$ cat src/pkg/pcr_pkg.sv
`default_nettype none
package pcr_pkg;
  // ---------------------------------------------------------------
  // Program counter layout
  // ---------------------------------------------------------------
  localparam int          PC_W      = 11;
  localparam logic [10:0] PC_RST    = 11'h7ff;
  localparam int          PAGE_LSB  = 9;
  localparam int          IW_W      = 12;
  // ---------------------------------------------------------------
  // Instruction field codes
  // ---------------------------------------------------------------
  localparam logic [2:0]  OPC_JUMP  = 3'h5;
  localparam logic [3:0]  OPC_CALL  = 4'h9;
  localparam logic [6:0]  OPC_MOVE_W  = 7'h01;
  localparam logic [5:0]  OPC_ADD_W   = 6'h07;
  localparam logic [3:0]  OPC_BIT_SET = 4'h5;
  localparam logic [4:0]  LOW_ADDR    = 5'h02;
  localparam logic [2:0]  LOW_BIT     = 3'h5;
  // ---------------------------------------------------------------
  // Timing
  // ---------------------------------------------------------------
  localparam logic [1:0]  Q_LAST    = 2'h3;
  localparam int          HOLD_MS   = 18;
  localparam int          RC_HZ     = 1000000;
  localparam int          HOLD_TICKS = HOLD_MS * (RC_HZ / 1000);
  localparam int          CNT_W     = 24;
  localparam logic [23:0] CNT_ONE   = 24'h000001;
  // ---------------------------------------------------------------
  // Hold timer states
  // ---------------------------------------------------------------
  typedef enum logic [1:0] {ST_WAIT, ST_COUNT, ST_RUN} pcr_state_t;
endpackage
`default_nettype wire

$ cat src/hw/pcr_program_counter.sv
`timescale 1ns/1ps
`default_nettype none
module pcr_program_counter #(
  parameter int HOLD_TICKS = pcr_pkg::HOLD_TICKS
) (
  input  wire logic        CLK,
  input  wire logic        SYS_RST,
  input  wire logic        MASTER_CLEAR_PIN,
  input  wire logic        RC_OSC_PIN,
  input  wire logic        WATCHDOG_TIMEOUT,
  input  wire logic [11:0] INSTR_WORD,
  input  wire logic [7:0]  ALU_RESULT,
  input  wire logic [1:0]  STATUS_PAGE,
  output logic      [10:0] PC,
  output logic      [7:0]  PC_LOW_BYTE,
  output logic             CORE_RST,
  output logic             CYCLE_STB
);
  // ---------------------------------------------------------------
  // Pin synchronisers: 0 = master clear, 1 = RC oscillator
  // ---------------------------------------------------------------
  logic [1:0] pin_in;
  logic [1:0] pin_lvl;
  logic [1:0] pin_rise;

  assign pin_in = {RC_OSC_PIN, MASTER_CLEAR_PIN};

  genvar gi;
  generate
    for (gi = 0; gi < 2; gi++) begin : g_sync
      logic [2:0] s_r, s_nxt;
      logic       l_r, l_nxt;
      always_comb begin
        s_nxt = {s_r[1:0], pin_in[gi]};
        // Only a level seen by stages 2 and 3 counts
        l_nxt = (s_r[1] == s_r[2]) ? s_r[2] : l_r;
      end
      always_ff @(posedge CLK) begin
        if (SYS_RST) begin
          s_r <= 3'h0;
          l_r <= 1'b0;
        end else begin
          s_r <= s_nxt;
          l_r <= l_nxt;
        end
      end
      assign pin_lvl[gi]  = l_r;
      assign pin_rise[gi] = l_nxt & ~l_r;
    end
  endgenerate

  logic clear_hi;
  logic rc_tick;
  assign clear_hi = pin_lvl[0];
  assign rc_tick = pin_rise[1];

  // ---------------------------------------------------------------
  // Reset hold timer
  // ---------------------------------------------------------------
  logic hold_busy;

  pcr_hold_timer u_hold (
    .clk        (CLK),
    .rst        (SYS_RST),
    .tick       (rc_tick),
    .clear_hi   (clear_hi),
    .trig       (WATCHDOG_TIMEOUT),
    .hold_ticks (24'(HOLD_TICKS)),
    .busy       (hold_busy)
  );

  assign CORE_RST = hold_busy;

  // ---------------------------------------------------------------
  // Instruction cycle: four clocks per cycle
  // ---------------------------------------------------------------
  logic [1:0] q_r, q_nxt;
  logic       step;

  always_comb begin
    q_nxt = q_r + 2'h1;
    if (hold_busy) begin
      q_nxt = 2'h0;
    end
  end

  always_ff @(posedge CLK) begin
    if (SYS_RST) begin
      q_r <= 2'h0;
    end else begin
      q_r <= q_nxt;
    end
  end

  assign step      = (q_r == pcr_pkg::Q_LAST) & ~hold_busy;
  assign CYCLE_STB = step;

  // ---------------------------------------------------------------
  // Decode of counter-loading instructions
  // ---------------------------------------------------------------
  logic is_jump;
  logic is_call;
  logic is_move_w;
  logic is_add_w;
  logic is_bit_set;
  logic low_wr;
  logic is_load;

  always_comb begin
    // Jump is 101k_kkkk_kkkk, call is 1001_kkkk_kkkk
    is_jump    = INSTR_WORD[11:9] == pcr_pkg::OPC_JUMP;
    is_call    = INSTR_WORD[11:8] == pcr_pkg::OPC_CALL;
    is_move_w  = INSTR_WORD[11:5] == pcr_pkg::OPC_MOVE_W &&
                 INSTR_WORD[4:0] == pcr_pkg::LOW_ADDR;
    // Add only loads when the result goes back to the file
    is_add_w   = INSTR_WORD[11:6] == pcr_pkg::OPC_ADD_W && INSTR_WORD[5] &&
                 INSTR_WORD[4:0] == pcr_pkg::LOW_ADDR;
    // Limitation: only bit 5 is decoded, other bit-sets of the low byte are not loads
    is_bit_set = INSTR_WORD[11:8] == pcr_pkg::OPC_BIT_SET &&
                 INSTR_WORD[7:5] == pcr_pkg::LOW_BIT &&
                 INSTR_WORD[4:0] == pcr_pkg::LOW_ADDR;
    low_wr     = is_move_w | is_add_w | is_bit_set;
    is_load    = is_jump | is_call | low_wr;
  end

  // ---------------------------------------------------------------
  // Program counter
  // ---------------------------------------------------------------
  logic [10:0] pc_r, pc_nxt;

  always_comb begin
    pc_nxt = pc_r;
    if (hold_busy) begin
      pc_nxt = pcr_pkg::PC_RST;
    end else if (step) begin
      if (is_jump) begin
        pc_nxt = {STATUS_PAGE, INSTR_WORD[8:0]};
      end else if (is_call) begin
        // Bit 8 cleared: targets limited to the lower 256 words of the selected page
        pc_nxt = {STATUS_PAGE, 1'b0, INSTR_WORD[7:0]};
      end else if (low_wr) begin
        pc_nxt = {STATUS_PAGE, 1'b0, ALU_RESULT};
      end else begin
        // Wraps at 11 bits and may carry into the page bits
        pc_nxt = pc_r + 11'h001;
      end
    end
  end

  always_ff @(posedge CLK) begin
    if (SYS_RST) begin
      pc_r <= pcr_pkg::PC_RST;
    end else begin
      pc_r <= pc_nxt;
    end
  end

  assign PC          = pc_r;
  assign PC_LOW_BYTE = pc_r[7:0];
endmodule
`default_nettype wire

$ cat src/hw/pcr_hold_timer.sv
`timescale 1ns/1ps
`default_nettype none
module pcr_hold_timer (
  input  wire logic        clk,
  input  wire logic        rst,
  input  wire logic        tick,
  input  wire logic        clear_hi,
  input  wire logic        trig,
  input  wire logic [23:0] hold_ticks,
  output logic             busy
);
  pcr_pkg::pcr_state_t st_r, st_nxt;
  logic [23:0]         cnt_r, cnt_nxt;

  always_comb begin
    st_nxt  = st_r;
    cnt_nxt = cnt_r;
    if (!clear_hi) begin
      st_nxt  = pcr_pkg::ST_WAIT;
      cnt_nxt = '0;
    end else if (trig) begin
      // Retrigger restarts from zero
      st_nxt  = pcr_pkg::ST_COUNT;
      cnt_nxt = '0;
    end else begin
      case (st_r)
        pcr_pkg::ST_WAIT: begin
          st_nxt  = pcr_pkg::ST_COUNT;
          cnt_nxt = '0;
        end
        pcr_pkg::ST_COUNT: begin
          // Counts RC edges only, never core cycles
          if (tick) begin
            if (cnt_r == hold_ticks - pcr_pkg::CNT_ONE) begin
              st_nxt = pcr_pkg::ST_RUN;
            end else begin
              cnt_nxt = cnt_r + pcr_pkg::CNT_ONE;
            end
          end
        end
        pcr_pkg::ST_RUN: st_nxt = pcr_pkg::ST_RUN;
        default: begin
          st_nxt  = pcr_pkg::ST_WAIT;
          cnt_nxt = '0;
        end
      endcase
    end
  end

  always_ff @(posedge clk) begin
    if (rst) begin
      st_r  <= pcr_pkg::ST_WAIT;
      cnt_r <= '0;
    end else begin
      st_r  <= st_nxt;
      cnt_r <= cnt_nxt;
    end
  end

  assign busy = (st_r != pcr_pkg::ST_RUN);
endmodule
`default_nettype wire

$ cat config.mk
export PLATFORM = sky130hd
export DESIGN_NAME = pcr_program_counter
export DESIGN_NICKNAME = d
export VERILOG_FILES = /design/src/pkg/pcr_pkg.sv /design/src/hw/pcr_program_counter.sv /design/src/hw/pcr_hold_timer.sv
export SDC_FILE = /design/constraint.sdc
export NUM_CORES = 1
export LEC_CHECK = 0
export BUFFER_PORTS_ARGS = -buffer_cell sky130_fd_sc_hd__buf_2
export CAP_MARGIN = 20
export CORE_UTILIZATION = 55
export CTS_CLUSTER_DIAMETER = 80
export CTS_CLUSTER_SIZE = 30
export DETAILED_ROUTE_END_ITERATION = 8
export PLACE_DENSITY = 0.8
export RECOVER_POWER = 25
export SLEW_MARGIN = 30
export SYNTH_ARGS = -nofsm -noshare
export SYNTH_HDL_FRONTEND = slang
export SYNTH_SLANG_ARGS = --single-unit
$ cat constraint.sdc
create_clock -name CLK -period 2.15 [get_ports CLK]
set_clock_uncertainty 0.15 [all_clocks]
set_input_delay 0.1075 -clock CLK [delete_from_list [all_inputs] [get_ports CLK]]
set_output_delay 0.1075 -clock CLK [all_outputs]
set_load 0.02 [all_outputs]
==> implementation parameters <==
Parameter                              Value

Die
  Area of the core    4474 µm²
  Die Footprint    ~5000 µm²
  DIE HEIGHT    71.04 µm
  Ports    48
  Starting Density    roughly three fifths
  Die outline width    between 70 and 80 µm
  Standard-cell row count    24

Placed design
  Gp weighted congestion    a little under 0.9
  # port buffers    47
  Number of placed cells counting well taps    around 380
  Post-detail-place hpwl    between 3000 and 4000 µm

Detailed routing
  Count of vias placed by the detailed router    ~2,400
  Remaining antenna violation count after routing    0
  Routed vias/inst    5.754
  Post-Route WL    6358 µm
  Routed len/inst    15.32 µm
  Number of detailed-route iterations in the first pass    4
  Initial DRC Count    130
  DRC    0

STA
  Final min period    2061 ps
  Tightest Pin Transition    between 500 and 600 ps
  Post-Route Setup TNS    0 ps
  Unrepaired setup endpoints after global routing    no
  Slew Limit Fails    0
  Setup Viol. Count Final    0
  Final worst path period share    between 90 and 100%
  Number of hold-slack violations in the final timing report    0
  Remaining max-slew budget at the tightest pin    between 60% and 70%
  F_max    roughly 0.49 GHz

Yosys
  Top cell type's share of synthesized area    between 30% and 40%
  Post-Syn Area    between 2000 and 3000 µm²
  Yosys warnings    0
  Synth area leaders    dfxtp_1 36%, xor2_1 4.7%, nor2_1 3.7%
  Post-synth cell types    54
  Largest area contributor in the synthesized netlist    dfxtp_1
  Post-synthesis net count    ~320
  Post-synthesis cell count    roughly 290
  Predominant post-synthesis flop cell    dfxtp_1
  Part of the Yosys area used for sequential elements    between 30 and 40%
  Ys async rst share    0%
  Number of enable-type register cells in the synthesized netlist    0
  Number of register bits inferred by synthesis    47
  Average cell area after synthesis    between 9 and 10 µm²

Global routing
  First-pass GRT wire length    roughly 11,000 µm
  Via count of the first global-routing pass    about 2,400
  Global-route total usage across every layer    ~27%
  Pin count of the biggest net entering global routing    16
  Number of antenna violations at the first check in global routing    0
  Final global-route overflow total    0

Worst setup path
  Crit Path Max Fanout    6
  Slowest Stage Delay on Critical Path    between 500 and 600 ps
  Cell-by-cell trace of the critical path    dlygate4sd3_1, buf_2, or4_4, a31oi_4, buf_4, mux2i_1, o21ai_1
  Worst setup EP type    register
  Slowest CP cell    dlygate4sd3_1
  Req. time, crit path    approximately 2200 ps
  Setup CP Type    input pin to register
  Arrival time at the worst endpoint    2090 ps
  Critical Path Start Type    input pin

Clock network
  Number of sinks on the clock net    between 40 and 50
  H-tree depth reported by CTS    2
  Post-CTS setup buffers    0
  Root cell of the clock tree    clkbuf_8
  Clock buffer count from CTS    5
  TritonCTS clock tree    yes
  Clock Pin Slew Worst Setup and Hold Paths    roughly 90 ps
  Largest buffer count on any clock path    2
  Clock latency reported for the late side of the worst-skew pair    approximately 300 ps

Power
  Static leakage    ~1.2 nW
  Peak supply drop    approximately 0.00040 V
  Power density relative to cell area    528.3 nW/µm²

Outcome
  Result of the run    finished clean

Layout
  Number of nets in the layout    395
  Synthesis-to-finish area growth    24.53%
  Post-Layout Cell Count    between 400 and 500
  Share of post-route cells with drive strength above 1    between 10% and 20%
  Count of antenna diodes in the layout    0

Hold path
  Path type of the worst min-delay path    input pin to register

Job
  Max-cap check violation count    0
-- path summary, 6_finish.rpt --
check                      start      to  slack [ps]  cells after the start
setup reg to reg  u_hold.st_r[0]   PC[8]         100                      7
hold reg to reg           q_r[0]  q_r[0]         300                      1
setup / recovery   INSTR_WORD[6]   PC[0]          90                      7
hold / removal    INSTR_WORD[11]   PC[7]         240                      6
-- per-stage QoR --
step	power (mW)	util, %	hold WS, ps	area [µm²]	worst slack [ps]
4_1_cts	1.738	72.79	207.1	3257	30.09
6_report	1.724	72.96	242.7	3264	88.97
2_1_floorplan	0.9103	-	85.68	2621	191.1
3_5_place_dp	0.9420	63.93	176.5	2860	54.93
3_3_place_gp	0.9407	63.93	165.7	2860	124.4
5_1_grt	1.797	72.96	266.7	3264	12.32
-- registers in the layout, summed over array words and instances (netlist names) --
register and flops:
PC 11, q_r 2, u_hold.st_r 2, clear_hi 1, g_sync.l_r 1, g_sync.s_r 6, u_hold.cnt_r 24
-- critical path: cells and delay by family --
kind,cells,cell delay [ps]
AND/OR/NAND/NOR,1,490
AO/OA/AOI/OAI,2,350
buffers and inverters,3,900
multiplexers,1,230
-- metal layers --
layer	GRT usage, %	routed length (µm)	up-vias
met2	50.96	3242	76
li1	-	-	1183
met3	4.986	237	16
met1	31.23	2736	1113
met5	0	0	-
met4	10.00	141	0
-- layout by cell type (no fill, tap or decap), types with 5 or more instances in the layout --
master / n
a21oi_1: 8
a221oi_1: 8
and3_1: 6
buf_2: 37
buf_4: 7
clkbuf_1: 10
clkbuf_8: 5
dfxtp_1: 47
dlygate4sd3_1: 26
ha_1: 6
inv_1: 8
mux2i_1: 9
nand2_1: 25
nand3_1: 15
nand4_1: 9
nor2_1: 26
nor2b_1: 10
o21ai_0: 8
o21ai_1: 8
xnor2_1: 11
xor2_1: 14
-- synth_stat cells (all sizes together), types with 2 or more instances --
cell type	number
dfxtp	47
nor2	26
nand2	25
nand3	16
o21ai	16
xor2	14
xnor2	11
buf	10
nand4	10
nor2b	10
a21oi	9
mux2i	9
a221oi	8
inv	8
and3	6
clkbuf	6
ha	6
and2	5
nor3	5
o31ai	5
a31oi	4
nor4	4
a211oi	3
and4	3
o21a	3
or3	3
nand4b	2
o211ai	2
or4	2
-- cell type report --
class	count	area (µm²)
Timing Repair Buffer	80	535.5
Clock inverter	3	67.56
Tap cell	52	65.06
Clock buffer	5	68.82
Multi-Input combinational cell	220	1556
Sequential cell	47	940.9
Inverter	8	30.03
Fill cell	298	1210
-- cell families (layout without fill, tap and decap cells) --
logic type,Yosys count,count (layout),synth area share (%)
xor gates and xnor gates,25,25,8.353
and+or+nand+nor,126,126,28.26
muxes,9,9,3.437
DFF,47,47,35.89
adders and majority gates,6,6,2.864
buffers and inverters,24,96,5.489
AOI/OAI and AO/OA,54,54,15.70
-- power by group --
| group | total [mW] | leakage, nW | internal, mW | switching, mW |
|---|---|---|---|---|
| sequential | 0.877 | 0.380 | 0.874 | 0.00320 |
| combinational | 0.0853 | 0.716 | 0.0539 | 0.0314 |
| clock | 0.762 | 0.0644 | 0.463 | 0.298 |
-- repair_timing --
item | in CTS | in global routing
gates resized for setup | 0 | 5
setup endpoints to repair | 0 | 22
endpoints found under the hold margin | 21 | 0
hold buffers | 26 | 0
Note: power is estimated with default switching activity, not from simulation.
